File: config.mk
export PLATFORM = sky130hd
export DESIGN_NAME = pmcd_decoder
export DESIGN_NICKNAME = d
export VERILOG_FILES = /design/src/hdl/pmcd_pkg.sv /design/src/hdl/pmcd_decoder.sv
export VERILOG_INCLUDE_DIRS = /design/src /design/src/hdl
export SDC_FILE = /design/constraint.sdc
export NUM_CORES = 1
export LEC_CHECK = 0
export BUFFER_PORTS_ARGS = -buffer_cell sky130_fd_sc_hd__buf_2
export CAP_MARGIN = 20
export CORE_MARGIN = 1.5
export CORE_UTILIZATION = 30
export DETAILED_ROUTE_END_ITERATION = 10
export SLEW_MARGIN = 20
export SYNTH_ARGS = -nofsm -noshare
export SYNTH_HDL_FRONTEND = slang
export SYNTH_SLANG_ARGS = --single-unit
File: constraint.sdc
create_clock -name core_clk -period 4.1 [get_ports core_clk]
set_clock_uncertainty 0.15 [all_clocks]
set_input_delay 0.41 -clock core_clk [delete_from_list [all_inputs] [get_ports core_clk]]
set_output_delay 0.41 -clock core_clk [all_outputs]
set_load 0.01 [all_outputs]
File: src/hdl/pmcd_map.svh
`ifndef PMCD_MAP_SVH
`define PMCD_MAP_SVH

// Response codes and fixed response words
`define PMCD_RC_OK 10'h1E1
`define PMCD_RC_ERR 10'h1E2
`define PMCD_ENTER_ACK 10'h0CA
`define PMCD_WORD_ZERO 10'h000
`define PMCD_ERROR_NUMBER_PAD 6'h00
`define PMCD_BYTE_PAD 2'h0

// Error numbers that can be emitted
`define PMCD_ERROR_NUMBER_FRAMING 4'h1
`define PMCD_ERROR_NUMBER_CRC 4'h2

// Function codes
`define PMCD_FC_ENTER 3'h7
`define PMCD_FC_READ 3'h0
`define PMCD_FC_WRITE 3'h1

// Command CRC: x^3+x+1, seed all ones, three zeros appended
`define PMCD_CRC_SEED 3'h7
`define PMCD_CRC_POLY 3'h3
`define PMCD_CRC_PAD_BITS 3

// Frame layout: start bits S2 S1 S0 = 0 1 0, payload bits before CRC
`define PMCD_START_PATTERN 3'h2
`define PMCD_PAYLOAD_SHORT 5'h06
`define PMCD_PAYLOAD_LONG 5'h10
`define PMCD_PAYLOAD_XLONG 5'h16
`define PMCD_CRC_LAST 5'h02
`define PMCD_SYNC_PHASE 2'h3
`define PMCD_ZERO_RUN_LIMIT 3'h4

// Response lengths in words
`define PMCD_RESP_SHORT 2'h2
`define PMCD_RESP_XLONG 2'h3

// Default sensor address and timing
`define PMCD_SENSOR_SELECT 3'h1
`define PMCD_BIT_WINDOW_NS 32000
`define PMCD_CLK_PERIOD_NS 10

`endif

File: src/hdl/pmcd_pkg.sv
package pmcd_pkg;

  // Decoder sequencing states
  typedef enum logic [2:0] {
    pmcd_st_idle = 3'b000,
    pmcd_st_rx = 3'b001,
    pmcd_st_exec = 3'b010,
    pmcd_st_rd_even = 3'b011,
    pmcd_st_rd_odd = 3'b100,
    pmcd_st_wr_wait = 3'b101,
    pmcd_st_wr_back = 3'b110,
    pmcd_st_resp = 3'b111
  } pmcd_state_t;

  typedef logic [9:0] pmcd_word_t;

endpackage

File: src/hdl/pmcd_decoder.sv
`timescale 1ns/10ps
`include "pmcd_map.svh"
module pmcd_decoder #(
  parameter logic [2:0] SENSOR_SELECT = `PMCD_SENSOR_SELECT,
  parameter int BIT_WINDOW_CYC = `PMCD_BIT_WINDOW_NS / `PMCD_CLK_PERIOD_NS
) (
  // Clock and reset
  input wire logic core_clk,
  input wire logic reset,
  // Decoded sync pulses from the bus front end
  input wire logic sync_pulse,
  input wire logic sync_bit,
  // Register file access
  output logic [7:0] register_index,
  output logic reg_wr_en,
  output logic [7:0] reg_wdata,
  input wire logic [7:0] reg_rdata,
  // Response words toward the bus transmitter
  output logic resp_valid,
  output pmcd_pkg::pmcd_word_t resp_word,
  // Mode status
  output logic prog_mode
);
  import pmcd_pkg::*;

  localparam logic [23:0] WIN_LAST = 24'(BIT_WINDOW_CYC - 1);

  // A window shorter than two cycles could never see a pulse in time
  generate
    if (BIT_WINDOW_CYC < 2 || BIT_WINDOW_CYC > 24'hFFFFFF)
    begin : g_bad_window
      $error("BIT_WINDOW_CYC out of range");
    end
  endgenerate

  ////////////////////////////////////////////////////////////////////////////
  // Helper functions

  // One LFSR division step
  function automatic logic [2:0] crc_step(input logic [2:0] c, input logic b);
    crc_step = {c[1:0], b} ^ (c[2] ? `PMCD_CRC_POLY : 3'h0);
  endfunction

  // Remainder over the first n payload bits, then the zero augmentation
  function automatic logic [2:0] crc_calc(input logic [21:0] p, input logic [4:0] n);
    logic [2:0] c;
    c = `PMCD_CRC_SEED;
    for (int i = 0; i < 22; i++)
    begin
      if (i < int'(n))
      begin
        c = crc_step(c, p[i]);
      end
    end
    for (int j = 0; j < `PMCD_CRC_PAD_BITS; j++)
    begin
      c = crc_step(c, 1'b0);
    end
    crc_calc = c;
  endfunction

  // Payload length before the CRC follows from the function code
  function automatic logic [4:0] payload_len(input logic [2:0] fc);
    payload_len = fc[2] ? `PMCD_PAYLOAD_SHORT :
                  (fc[1] ? `PMCD_PAYLOAD_LONG : `PMCD_PAYLOAD_XLONG);
  endfunction

  ////////////////////////////////////////////////////////////////////////////
  // State

  pmcd_state_t state_r, state_nxt;
  logic [2:0] hist_r, hist_nxt;
  logic [1:0] phase_r, phase_nxt;
  logic [4:0] pay_cnt_r, pay_cnt_nxt;
  logic [21:0] payload_r, payload_nxt;
  logic [2:0] rx_crc_r, rx_crc_nxt;
  logic [2:0] zero_run_r, zero_run_nxt;
  logic [23:0] win_cnt_r, win_cnt_nxt;
  logic prog_mode_r, prog_mode_nxt;
  pmcd_word_t words_r [3];
  pmcd_word_t words_nxt [3];
  logic [1:0] resp_len_r, resp_len_nxt;
  logic [1:0] resp_idx_r, resp_idx_nxt;
  logic resp_valid_r, resp_valid_nxt;
  pmcd_word_t resp_word_r, resp_word_nxt;
  logic [7:0] reg_index_r, reg_index_nxt;
  logic reg_wr_r, reg_wr_nxt;
  logic [7:0] reg_wdata_r, reg_wdata_nxt;

  logic [2:0] function_code;
  logic [2:0] sensor_select;
  logic sa_ok;
  logic crc_ok;
  logic is_sync;
  logic timeout;

  // Command fields as they sit in the payload, LSB received first
  assign sensor_select = payload_r[2:0];
  assign function_code = payload_r[5:3];
  assign sa_ok = sensor_select == SENSOR_SELECT;
  assign crc_ok = crc_calc(payload_r, payload_len(function_code)) == rx_crc_r;
  assign is_sync = phase_r == `PMCD_SYNC_PHASE;
  // Only waits inside a command are timed; response syncs may arrive late
  assign timeout = (state_r == pmcd_st_rx) && !sync_pulse && (win_cnt_r == WIN_LAST);

  ////////////////////////////////////////////////////////////////////////////
  // Next-state logic

  always_comb
  begin
    state_nxt = state_r;
    hist_nxt = hist_r;
    phase_nxt = phase_r;
    pay_cnt_nxt = pay_cnt_r;
    payload_nxt = payload_r;
    rx_crc_nxt = rx_crc_r;
    zero_run_nxt = zero_run_r;
    prog_mode_nxt = prog_mode_r;
    words_nxt = words_r;
    resp_len_nxt = resp_len_r;
    resp_idx_nxt = resp_idx_r;
    resp_valid_nxt = 1'b0;
    resp_word_nxt = resp_word_r;
    reg_index_nxt = reg_index_r;
    reg_wr_nxt = 1'b0;
    reg_wdata_nxt = reg_wdata_r;
    win_cnt_nxt = (state_r != pmcd_st_rx || sync_pulse) ? 24'h0 : win_cnt_r + 24'h1;
    case (state_r)
      pmcd_st_idle:
      begin
        if (sync_pulse)
        begin
          hist_nxt = {hist_r[1:0], sync_bit};
          if ({hist_r[1:0], sync_bit} == `PMCD_START_PATTERN)
          begin
            state_nxt = pmcd_st_rx;
            hist_nxt = 3'h0;
            phase_nxt = `PMCD_SYNC_PHASE;
            pay_cnt_nxt = 5'h00;
            payload_nxt = 22'h0;
            zero_run_nxt = 3'h0;
          end
        end
      end
      pmcd_st_rx:
      begin
        if (timeout || (sync_pulse && !sync_bit &&
            zero_run_r + 3'h1 == `PMCD_ZERO_RUN_LIMIT))
        begin
          // Abort the frame; the next syncs carry a short framing error reply
          state_nxt = pmcd_st_resp;
          words_nxt[0] = `PMCD_RC_ERR;
          words_nxt[1] = {`PMCD_ERROR_NUMBER_PAD, `PMCD_ERROR_NUMBER_FRAMING};
          words_nxt[2] = `PMCD_WORD_ZERO;
          resp_len_nxt = `PMCD_RESP_SHORT;
          resp_idx_nxt = 2'h0;
        end
        else if (sync_pulse)
        begin
          zero_run_nxt = sync_bit ? 3'h0 : zero_run_r + 3'h1;
          phase_nxt = phase_r + 2'h1;
          if (!is_sync)
          begin
            if (pay_cnt_r < `PMCD_PAYLOAD_XLONG)
            begin
              payload_nxt[pay_cnt_r] = sync_bit;
            end
            rx_crc_nxt = {rx_crc_r[1:0], sync_bit}; // CRC arrives MSB first
            pay_cnt_nxt = pay_cnt_r + 5'h01;
            if (pay_cnt_r == payload_len(function_code) + `PMCD_CRC_LAST)
            begin
              state_nxt = pmcd_st_exec;
            end
          end
        end
      end
      pmcd_st_exec:
      begin
        state_nxt = pmcd_st_idle;
        words_nxt[0] = `PMCD_RC_OK;
        resp_idx_nxt = 2'h0;
        if (sa_ok)
        begin
          if (function_code[2])
          begin
            // Short: only entry is served, a failed one stays quiet
            if (crc_ok && function_code == `PMCD_FC_ENTER)
            begin
              prog_mode_nxt = 1'b1;
              words_nxt[1] = `PMCD_ENTER_ACK;
              resp_len_nxt = `PMCD_RESP_SHORT;
              state_nxt = pmcd_st_resp;
            end
          end
          else if (!function_code[1] && prog_mode_r)
          begin
            if (!crc_ok)
            begin
              words_nxt[0] = `PMCD_RC_ERR;
              words_nxt[1] = {`PMCD_ERROR_NUMBER_PAD, `PMCD_ERROR_NUMBER_CRC};
              words_nxt[2] = `PMCD_WORD_ZERO;
              resp_len_nxt = `PMCD_RESP_XLONG;
              state_nxt = pmcd_st_resp;
            end
            else if (function_code == `PMCD_FC_READ)
            begin
              reg_index_nxt = {payload_r[13:7], 1'b0};
              state_nxt = pmcd_st_rd_even;
            end
            else
            begin
              reg_index_nxt = payload_r[13:6];
              reg_wdata_nxt = payload_r[21:14];
              reg_wr_nxt = 1'b1;
              state_nxt = pmcd_st_wr_wait;
            end
          end
        end
      end
      pmcd_st_rd_even:
      begin
        words_nxt[1] = {`PMCD_BYTE_PAD, reg_rdata};
        reg_index_nxt = {reg_index_r[7:1], 1'b1};
        state_nxt = pmcd_st_rd_odd;
      end
      pmcd_st_rd_odd:
      begin
        words_nxt[2] = {`PMCD_BYTE_PAD, reg_rdata};
        resp_len_nxt = `PMCD_RESP_XLONG;
        state_nxt = pmcd_st_resp;
      end
      pmcd_st_wr_wait:
      begin
        // The write lands on this edge; contents are read a cycle later
        state_nxt = pmcd_st_wr_back;
      end
      pmcd_st_wr_back:
      begin
        words_nxt[1] = {`PMCD_BYTE_PAD, reg_rdata};
        words_nxt[2] = {`PMCD_BYTE_PAD, reg_index_r};
        resp_len_nxt = `PMCD_RESP_XLONG;
        state_nxt = pmcd_st_resp;
      end
      pmcd_st_resp:
      begin
        if (sync_pulse)
        begin
          resp_valid_nxt = 1'b1;
          resp_word_nxt = words_r[resp_idx_r];
          resp_idx_nxt = resp_idx_r + 2'h1;
          if (resp_idx_r + 2'h1 == resp_len_r)
          begin
            state_nxt = pmcd_st_idle;
          end
        end
      end
      default:
      begin
        state_nxt = pmcd_st_idle;
      end
    endcase
  end

  ////////////////////////////////////////////////////////////////////////////
  // Registers

  always_ff @(posedge core_clk)
  begin
    if (reset)
    begin
      state_r <= pmcd_st_idle;
      hist_r <= 3'h0;
      phase_r <= 2'h0;
      pay_cnt_r <= 5'h00;
      payload_r <= 22'h0;
      rx_crc_r <= 3'h0;
      zero_run_r <= 3'h0;
      win_cnt_r <= 24'h0;
      prog_mode_r <= 1'b0;
      words_r <= '{default: `PMCD_WORD_ZERO};
      resp_len_r <= 2'h0;
      resp_idx_r <= 2'h0;
      resp_valid_r <= 1'b0;
      resp_word_r <= `PMCD_WORD_ZERO;
      reg_index_r <= 8'h00;
      reg_wr_r <= 1'b0;
      reg_wdata_r <= 8'h00;
    end
    else
    begin
      state_r <= state_nxt;
      hist_r <= hist_nxt;
      phase_r <= phase_nxt;
      pay_cnt_r <= pay_cnt_nxt;
      payload_r <= payload_nxt;
      rx_crc_r <= rx_crc_nxt;
      zero_run_r <= zero_run_nxt;
      win_cnt_r <= win_cnt_nxt;
      prog_mode_r <= prog_mode_nxt;
      words_r <= words_nxt;
      resp_len_r <= resp_len_nxt;
      resp_idx_r <= resp_idx_nxt;
      resp_valid_r <= resp_valid_nxt;
      resp_word_r <= resp_word_nxt;
      reg_index_r <= reg_index_nxt;
      reg_wr_r <= reg_wr_nxt;
      reg_wdata_r <= reg_wdata_nxt;
    end
  end

  // Outputs straight from flip-flops
  assign register_index = reg_index_r;
  assign reg_wr_en = reg_wr_r;
  assign reg_wdata = reg_wdata_r;
  assign resp_valid = resp_valid_r;
  assign resp_word = resp_word_r;
  assign prog_mode = prog_mode_r;

  ////////////////////////////////////////////////////////////////////////////
  // Checks

  a_enter_ack: assert property (@(posedge core_clk) disable iff (reset)
    (state_r == pmcd_st_exec && sa_ok && crc_ok && function_code == `PMCD_FC_ENTER)
    |=> prog_mode_r && words_r[1] == `PMCD_ENTER_ACK && resp_len_r == `PMCD_RESP_SHORT)
    else $error("entry command not acknowledged");
  a_invalid_silent: assert property (@(posedge core_clk) disable iff (reset)
    (state_r == pmcd_st_exec && function_code[2:1] != 2'h0 &&
     function_code != `PMCD_FC_ENTER) |=> state_r == pmcd_st_idle)
    else $error("invalid command answered");
  a_read_pair: assert property (@(posedge core_clk) disable iff (reset)
    (state_r == pmcd_st_rd_even) |-> !reg_index_r[0]
    ##1 (reg_index_r[0] && words_r[1] == {`PMCD_BYTE_PAD, $past(reg_rdata)}))
    else $error("read pair out of order");
  a_write_reply: assert property (@(posedge core_clk) disable iff (reset)
    (state_r == pmcd_st_wr_back) |=> state_r == pmcd_st_resp &&
    words_r[2] == {`PMCD_BYTE_PAD, $past(reg_index_r)} && words_r[0] == `PMCD_RC_OK)
    else $error("write reply wrong");
  a_code_value: assert property (@(posedge core_clk) disable iff (reset)
    (state_r == pmcd_st_resp) |-> (words_r[0] == `PMCD_RC_OK || words_r[0] == `PMCD_RC_ERR))
    else $error("bad response code");
  a_error_layout: assert property (@(posedge core_clk) disable iff (reset)
    (state_r == pmcd_st_resp && words_r[0] == `PMCD_RC_ERR) |->
    (words_r[1] == {`PMCD_ERROR_NUMBER_PAD, `PMCD_ERROR_NUMBER_FRAMING} ||
     words_r[1] == {`PMCD_ERROR_NUMBER_PAD, `PMCD_ERROR_NUMBER_CRC}) && words_r[2] == `PMCD_WORD_ZERO)
    else $error("error reply layout wrong");
  a_zero_run: assert property (@(posedge core_clk) disable iff (reset)
    (state_r == pmcd_st_rx && sync_pulse && !sync_bit && zero_run_r == 3'h3) |=>
    state_r == pmcd_st_resp && words_r[1] == {`PMCD_ERROR_NUMBER_PAD, `PMCD_ERROR_NUMBER_FRAMING})
    else $error("zero run not flagged");
  a_crc_error: assert property (@(posedge core_clk) disable iff (reset)
    (state_r == pmcd_st_exec && sa_ok && !crc_ok && prog_mode_r && function_code[2:1] == 2'h0)
    |=> words_r[1] == {`PMCD_ERROR_NUMBER_PAD, `PMCD_ERROR_NUMBER_CRC} && resp_len_r == `PMCD_RESP_XLONG)
    else $error("crc error not reported");
  a_foreign_addr: assert property (@(posedge core_clk) disable iff (reset)
    (state_r == pmcd_st_exec && !sa_ok) |=> state_r == pmcd_st_idle && $stable(prog_mode_r))
    else $error("foreign address answered");
  a_timeout_abort: assert property (@(posedge core_clk) disable iff (reset)
    timeout |=> state_r == pmcd_st_resp && words_r[0] == `PMCD_RC_ERR
    && resp_len_r == `PMCD_RESP_SHORT)
    else $error("timeout not aborted");
  a_slot_order: assert property (@(posedge core_clk) disable iff (reset)
    (state_r == pmcd_st_resp && sync_pulse && resp_idx_r == 2'h0) |=>
    resp_valid_r && resp_word_r == $past(words_r[0]))
    else $error("first slot is not the code");
endmodule

==> reports/metrics.yaml, run 1 <==
fillers: 2138
nNetsFinal: 826
p_leak_nw: 2.778
dp.cells: 1060
syn_area_per_cell_um2: 8.161
yosys.area.top_type_share: 0.3662
core_um2: 20890
h-tree-depth: 4
ys_ff_latch: 116
clock_latency_ns: 0.43
cts_buffers: 17
drv_slew: 0
antenna_found_initial: 1
r2r_cells: 13
grt_pass1_wl_um: 26300
synthTopCellsByArea: "dfxtp_1 37%, a21oi_1 7.2%, nor2_1 5.1%"
die-area_um2: 22020
root_buffer: "clkbuf_16"
grt_usage: 0.1508
cts_buffer_depth: 2
p_total_mw: 2.673
hold_buffers: 0
finalCriticalPeriod_ns: 3.947
die_w_um: 148.4
drc: 0
async_flop_share: 0
crit_arrival_ns: 4.09
first_global_vias: 5098
drtIter0Drc: 354
synth_top_area_cell: "dfxtp_1"
worstMarginPinSlew_ns: 0.9840
synth_seq_area_share: 0.3662
vias: 5516
dieHeight_um: 148.4
finalCritPeriodShare: 0.9626
crit_type: "flip-flop to flip-flop"
start_util: 0.3036
ys_warn_count: 0
dpl.hpwl_um: 11190
syn-num-nets: 797
cts_tree: "yes"
clock-sinks: 116
layout_commonest_cell: "dfxtp_1"
hold_viol: 0
hold_start: "reg_rdata[4]"
drt-pass1-iter-count: 5
hold_path_class: "primary input to flip-flop"
place_congestion: 0.7940
ios: 41
crit_required_ns: 4.24
min_path_cells: 3
seq_area_um2: 2322
ant_nets: 0
ys_types: 63
slew_headroom: 0.3426
max_cap_viol_count: 0
peakVddDrop_mv: 0.1570
drt-vias-per-instance: 5.037
grt_overflow: 0
setup_viol: 0
syn_inst: 777
power_density_nw_per_um2: 354.7
layoutNonFillerInstCount: 1095
synth_ff_type: "dfxtp_1"
synth_edf_count: 0
grt_max_degree: 47
r2r_end: "reg_wdata[5]"
drive_gt1_frac: 0.1526
maxClockFrequency_ghz: 0.2534
std_cell_rows: 53
area_growth_pct: 18.84
clkTransAtPathRegs_ns: 0.05
status: "finished clean"
worstSetupEndpointType: "flip-flop"
portBuffers: 40
syn-cell-area_um2: 6341
post-route-util: 0.3608
multi_input_area_um2: 3826
r2r_slack_ns: 0.15
mostFrequentLayoutCells: "116 x dfxtp_1, 91 x a21oi_1, 87 x nor2_1"
timing.rr.start: "payload_r[0]"
cp-start-kind: "flip-flop"
path_max_fanout: 9
finalWirelength_um: 16180
hold-path-endpoint: "words_r[14]"
wl_per_cell_um: 14.77
## metal layers
metal / part of all wire / wire length [um] / up-vias / global-route usage
li1: - / - / 2786 / -
met1: 0.48 / 7815 / 2594 / 0.1994
met2: 0.46 / 7365 / 113 / 0.2334
met3: 0.044 / 708 / 23 / 0.04202
met4: 0.018 / 289 / 0 / 0.05743
met5: 0 / 0 / - / 0
## worst max-delay path: stages (launching register included)
cell	delay, ns
dfxtp_1	0.32
buf_4	0.17
xnor3_1	0.30
mux2_2	0.31
xnor3_1	0.41
xnor2_1	0.32
mux2i_1	0.18
a211oi_4	0.43
o2111ai_1	0.19
and4_4	0.29
a211oi_2	0.30
buf_12	0.18
mux2i_1	0.20
nor2_1	0.06
## cell families (layout without fill, tap and decap cells)
group	count (synthesis)	count (layout)	share of synthesized area
AOI/OAI and AO/OA	204	204	0.1973
DFF	116	116	0.3662
adders and majority gates	8	8	0.01579
buffers and inverters	69	111	0.04676
and+or+nand+nor	291	291	0.2273
xor gates and xnor gates	59	59	0.09826
muxes	30	30	0.04834
other	0	1	0
## metrics by stage
step | TNS [ns] | setup slack (ns) | cell area [um2] | hold WS, ns
3_5_place_dp | 0 | 0.02781 | 6824 | 0.3013
6_report | 0 | 0.1533 | 7536 | 0.1037
5_1_grt | -0.0003846 | -0.0003846 | 7533 | 0.1082
4_1_cts | 0 | 0.01177 | 7420 | 0.08146
3_3_place_gp | 0 | 0.1410 | 6824 | 0.2954
2_1_floorplan | 0 | 0.04439 | 6341 | 0.2760
## cell usage after synthesis (all sizes together), types with 2 or more instances
master   number
nor3b         4
a22oi         2
a21o          4
nand3b        6
and3b         2
nor3         25
o211ai       15
o2111ai       2
xnor2        22
a221oi        6
nand2        59
xnor3         6
inv          15
o31a          2
and2         13
nor2         87
a31oi         4
dfxtp       116
or2           8
clkbuf       38
a211oi       11
a21oi        93
xor2         30
o211a         5
mux2i        28
mux2          2
nand2b       16
nor2b         6
o21ai        49
and4          4
nand4         9
nand3        27
o21a          5
ha            8
or3           6
buf          15
nor4          5
and3          9
## where the power goes
group	internal, mW	switching [mW]
Clock	0.939	0.542
Combinational	0.0163	0.0417
Sequential	1.13	0.00295
## registers in the layout, indices dropped and copies added, names as in the netlist, 3 cells and up
register	cells
payload_r	22
words_r	19
register_index	8
rx_crc_r	3
state_r	3
resp_word	10
reg_wdata	8
pay_cnt_r	5
zero_run_r	3
win_cnt_r	24
## worst max-delay path by stage
stage,startpoint,endpoint,depth (start not counted)
after detailed placement,payload_r[1],reg_wdata[5],12
after floorplan,payload_r[0],words_r[11],13
after global routing,payload_r[0],reg_wdata[5],13
after CTS,payload_r[1],reg_wdata[5],12
after global placement,payload_r[0],words_r[17],13
final,payload_r[0],reg_wdata[5],13
## cell type report
type / count / share of cell area
multi-input cells: 592 / 0.5077
flip-flops and latches: 116 / 0.3082
clock buffers: 20 / 0.06193
repair buffers: 63 / 0.05114
well taps: 275 / 0.04566
clock inverters: 12 / 0.01710
inverters: 16 / 0.007969
diodes: 1 / 0.0003321
## repair_timing
action                                  4_1_cts  5_1_grt
buffers inserted                              0        2
endpoints found under the setup margin        0       40
gates resized for setup                       0       15
hold endpoints to repair                      0        0
(Power assumes the default switching activity.)
==> run 2: changes to the inputs <==
clock period = 5.1 ns   (was 4.1 ns; I/O delays follow)
==> reports/metrics.yaml, run 2 (same netlist as run 1, synthesis figures left out) <==
status: "finished clean"
drt-pass1-iter-count: 4  # -1
rsz0062_at_grt: "false"
clock_latency_ns: 0.42  # about the same
dpl.hpwl_um: 11070  # -1.1%
largest_reg_flops: 24  # unchanged
largestRegisters: "win_cnt_r (24), payload_r (22), words_r (19)"
setup_viol: 0  # unchanged
place_area_um2: 6714  # -1.6%
ios: 41  # unchanged
seq_area_um2: 2322  # unchanged
switchingPower_mw: 0.4910  # -16%
wl_per_cell_um: 14.62  # -1.0%
cts_setup_buffers: 0  # unchanged
finalCritPeriodShare: 0.9004  # -0.06220
worstMarginPinSlew_ns: 1.085  # +0.1011 ns
crit_type: "flip-flop to flip-flop"
start_util: 0.3036  # unchanged
core_um2: 20890  # unchanged
hold_viol: 0  # unchanged
pwr-share-clk: 0.544  # -0.010
hold_buffers: 0  # unchanged
hold_path_class: "primary input to flip-flop"
portBuffers: 40  # unchanged
drt-vias-per-instance: 5.004  # -0.67%
drv_slew: 0  # unchanged
h-tree-depth: 4  # unchanged
regMostFlops: "win_cnt_r"
path_max_fanout: 11  # +2
place_congestion: 0.8268  # +4.1%
clkTransAtPathRegs_ns: 0.05  # about the same
cts_buffer_depth: 2  # unchanged
maxClockFrequency_ghz: 0.2178  # -14%
finalWirelength_um: 15790  # -2.4%
first_global_vias: 5185  # +1.7%
p_seq_frac: 0.434  # +0.010
crit_required_ns: 5.25  # +1.01 ns
grt_usage: 0.1521  # +0.001347
power_density_nw_per_um2: 287.9  # -19%
die-area_um2: 22020  # unchanged
cp-start-kind: "flip-flop"
dp.cells: 1047  # -1.2%
layout_setup_ws_ns: 0.5079  # +0.3546 ns
cts_tree: "yes"
grt_overflow: 0  # unchanged
vias: 5404  # -2.0%
whs_ns: 0.2086  # +0.1049 ns
post-route-cell-area_um2: 7286  # -3.3%
swShare: 0.2341  # +0.01453
ant_nets: 0  # unchanged
antenna_found_initial: 1  # unchanged
peakVddDrop_mv: 0.1610  # +2.6%
layoutNonFillerInstCount: 1080  # -1.4%
setup_tns_ns: 0  # unchanged
std_cell_rows: 53  # unchanged
place_ws_ns: 0.5412  # +0.5134 ns
p_int_mw: 1.606  # -23%
post-route-util: 0.3488  # -0.01198
grt_pass1_wl_um: 26570  # +1.0%
drtIter0Drc: 344  # -2.8%
p_leak_nw: 2.671  # -3.8%
grt_max_degree: 50  # +6.4%
fillers: 2199  # +2.9%
ctsResizeCount: 0  # unchanged
multi_input_area_um2: 3727  # -2.6%
nNetsFinal: 811  # -1.8%
p_total_mw: 2.098  # -22%
crit_arrival_ns: 4.75  # +0.66 ns
area_growth_pct: 14.90
dieHeight_um: 148.4  # unchanged
cts_buffers: 17  # unchanged
drc: 0  # unchanged
max_cap_viol_count: 0  # unchanged
slew_headroom: 0.2750  # -0.06757
root_buffer: "clkbuf_16"
layout_commonest_cell: "dfxtp_1"
worstSetupEndpointType: "flip-flop"
finalCriticalPeriod_ns: 4.592  # +0.6454 ns
combinationalPowerShare: 0.022  # about the same
die_w_um: 148.4  # unchanged
drive_gt1_frac: 0.1294  # -0.02327
clock-sinks: 116  # unchanged
mostFrequentLayoutCells: "116 x dfxtp_1, 91 x a21oi_1, 87 x nor2_1"
run 2: final cells by class:
class,instances,share of cell area
diodes,1,0.0003435
clock buffers,18,0.06028
clock inverters,14,0.01786
inverters,16,0.008243
multi-input cells,592,0.5116
flip-flops and latches,116,0.3187
well taps,275,0.04723
repair buffers,48,0.03572
run 2: power groups by stage:
stage / sequential, mW / clock [mW] / combinational, mW
3_5_place_dp: 0.931 / 0 / 0.0454
2_1_floorplan: 0.929 / 0 / 0.0317
3_3_place_gp: 0.931 / 0 / 0.0455
4_1_cts: 0.911 / 1.17 / 0.0457
5_1_grt: 0.911 / 1.21 / 0.0506
6_report: 0.911 / 1.14 / 0.0455
run 2: layer usage:
layer | up-vias | share of wire | routed length [um] | GRT usage
li1 | 2768 | - | - | -
met1 | 2537 | 0.49 | 7666 | 0.2023
met2 | 79 | 0.46 | 7247 | 0.2386
met3 | 20 | 0.041 | 651 | 0.03926
met4 | 0 | 0.014 | 225 | 0.05347
met5 | - | 0 | 0 | 0
run 2: path summary, 6_finish.rpt:
kind / startpoint / endpoint / slack [ns] / depth (start not counted)
setup / recovery: payload_r[0] / words_r[11] / 0.51 / 11
hold / removal: reg_rdata[4] / words_r[14] / 0.21 / 3
setup reg to reg: payload_r[0] / words_r[11] / 0.51 / 11
hold reg to reg: resp_word[8] / resp_word[8] / 0.31 / 2
run 2: worst max-delay path: stages, from the launching register on:
cell,delay (ns)
dfxtp_1,0.51
xor3_2,0.54
xnor3_1,0.49
mux2i_2,0.33
xor2_2,0.26
mux2i_1,0.30
o31a_1,0.32
nor2_1,0.15
a211oi_4,0.44
a31oi_2,0.34
a21oi_2,0.30
mux2_1,0.34
==> run 3: changes to the inputs <==
CTS_BUF_LIST = sky130_fd_sc_hd__clkbuf_8   (was not set)
CTS_CLUSTER_SIZE = 8   (was not set)
==> reports/metrics.yaml, run 3 (same netlist as run 1, synthesis figures left out) <==
mostFrequentLayoutCells: "116 x dfxtp_1, 91 x a21oi_1, 87 x nor2_1"
regMostFlops: "win_cnt_r"
drv_slew: 0  # unchanged
cts_buffers: 17  # unchanged
path_cells: "xor3_2 > xnor3_1 > mux2i_2 > xor2_2 > mux2i_1 > o31a_1 > nor2_1 > a211oi_4 > a31oi_2 > a21oi_2 > mux2_1"
hold_path_class: "primary input to flip-flop"
post-route-cell-area_um2: 7094  # -2.6%
die_w_um: 148.4  # unchanged
core_um2: 20890  # unchanged
drt-pass1-iter-count: 4  # unchanged
maxClockFrequency_ghz: 0.2190  # +0.56%
peakVddDrop_mv: 0.1294  # -20%
finalCritPeriodShare: 0.8954  # -0.005041
layout_setup_ws_ns: 0.5336  # +0.02571 ns
clock-sinks: 116  # unchanged
grt_pass1_wl_um: 26320  # -0.94%
hold_viol: 0  # unchanged
rsz0062_at_grt: "false"
root_buffer: "clkbuf_8"
wirelength_met1_um: 7654  # -0.16%
slowest_delay_ns: 0.54  # about the same
min_path_cells: 3  # unchanged
seq_area_um2: 2322  # unchanged
drc: 0  # unchanged
largestRegisters: "win_cnt_r (24), payload_r (22), words_r (19)"
crit_family: "compound AO/OA/AOI/OAI gates"
finalCriticalPeriod_ns: 4.566  # -0.02571 ns
layout_commonest_cell: "dfxtp_1"
ctsResizeCount: 0  # unchanged
cts_tree: "yes"
routed.top_layer: "met4"
portBuffers: 40  # unchanged
multi_input_area_um2: 3727  # unchanged
std_cell_rows: 53  # unchanged
vias: 5354  # -0.93%
ant_nets: 0  # unchanged
start_util: 0.3036  # unchanged
timing.rr.start: "payload_r[0]"
path_max_fanout: 11  # unchanged
hold_start: "reg_rdata[4]"
hold_buffers: 0  # unchanged
setup_tns_ns: 0  # unchanged
power_density_nw_per_um2: 250.1  # -13%
p_leak_nw: 2.584  # -3.3%
place_area_um2: 6714  # unchanged
place_ws_ns: 0.5412  # unchanged
fillers: 2222  # +1.0%
area_growth_pct: 11.88
drt-vias-per-instance: 4.957  # -0.93%
antenna_found_initial: 1  # unchanged
finalWirelength_um: 15620  # -1.1%
clkTransAtPathRegs_ns: 0.07  # +0.02 ns
crit_type: "flip-flop to flip-flop"
h-tree-depth: 4  # unchanged
hold-path-endpoint: "words_r[14]"
crit_buf_inv: 0  # unchanged
grt_overflow: 0  # unchanged
setup_viol: 0  # unchanged
r2r_cells: 11  # unchanged
whs_ns: 0.1751  # -0.03345 ns
dpl.hpwl_um: 11070  # unchanged
nNetsFinal: 811  # unchanged
r2r_end: "words_r[11]"
slew_headroom: 0.2858  # +0.01077
place_congestion: 0.8268  # unchanged
wl_met2_um: 7205  # -0.58%
drive_gt1_frac: 0.1294  # unchanged
clock_latency_ns: 0.45  # +0.03 ns
worstMarginPinSlew_ns: 1.069  # -0.01612 ns
grt_usage: 0.1499  # -0.002163
wl_per_cell_um: 14.46  # -1.1%
dieHeight_um: 148.4  # unchanged
slowest_stage: "xor3_2"
ios: 41  # unchanged
cts_setup_buffers: 0  # unchanged
wl_met3_um: 584  # -10%
cp-start-kind: "flip-flop"
r2r_slack_ns: 0.53  # +0.03 ns
max_cap_viol_count: 0  # unchanged
grt_max_degree: 50  # unchanged
status: "finished clean"
crit_arrival_ns: 4.75  # about the same
worstSetupEndpointType: "flip-flop"
cts_buffer_depth: 2  # unchanged
drtIter0Drc: 385  # +12%
die-area_um2: 22020  # unchanged
first_global_vias: 5095  # -1.7%
crit_required_ns: 5.29  # +0.04 ns
largest_reg_flops: 24  # unchanged
-- run 3: cell counts in the layout (fill, tap and decap cells not counted) --
No cell type changed its count.
-- run 3: how the worst max path moves through the flow --
stage / end / depth (start not counted) / startpoint
after floorplan: words_r[11] / 13 / payload_r[0]
after CTS: words_r[11] / 11 / payload_r[0]
after global routing: words_r[11] / 11 / payload_r[0]
final: words_r[11] / 11 / payload_r[0]
after detailed placement: words_r[11] / 11 / payload_r[0]
after global placement: words_r[11] / 11 / payload_r[0]
-- run 3: power by group --
group | leakage (nW) | internal, mW | switching (mW)
clock network | 0.189 | 0.401 | 0.419
logic | 1.46 | 0.0126 | 0.0327
registers | 0.934 | 0.907 | 0.00244
total | 2.58 | 1.32 | 0.454
-- run 3: through the flow --
step | utilization | total power [mW] | std cells
2_1_floorplan | - | 0.9609 | 777
3_3_place_gp | 0.3214 | 0.9760 | 1047
3_5_place_dp | 0.3214 | 0.9760 | 1047
4_1_cts | 0.3395 | 1.792 | 1079
5_1_grt | 0.3395 | 1.843 | 1079
6_report | 0.3396 | 1.774 | 1080
-- run 3: cell type report --
| type | count | share of cell area |
|---|---|---|
| Antenna cell | 1 | 0.0003527 |
| Timing Repair Buffer | 48 | 0.03668 |
| Tap cell | 275 | 0.04850 |
| Sequential cell | 116 | 0.3273 |
| Inverter | 16 | 0.008466 |
| Clock buffer | 18 | 0.03492 |
| Clock inverter | 14 | 0.01834 |
| Multi-Input combinational cell | 592 | 0.5254 |
-- run 3: tightest hold or removal path, cell delays in order --
cell and delay (ns):
buf_2 0.11, nand2_1 0.05, a21oi_1 0.05
-- run 3: routing by layer --
layer  GRT usage  vias up
met2      0.2348       76
met3     0.03804       12
met1      0.2029     2502
li1            -     2764
met4     0.04554        0
met5           0        -
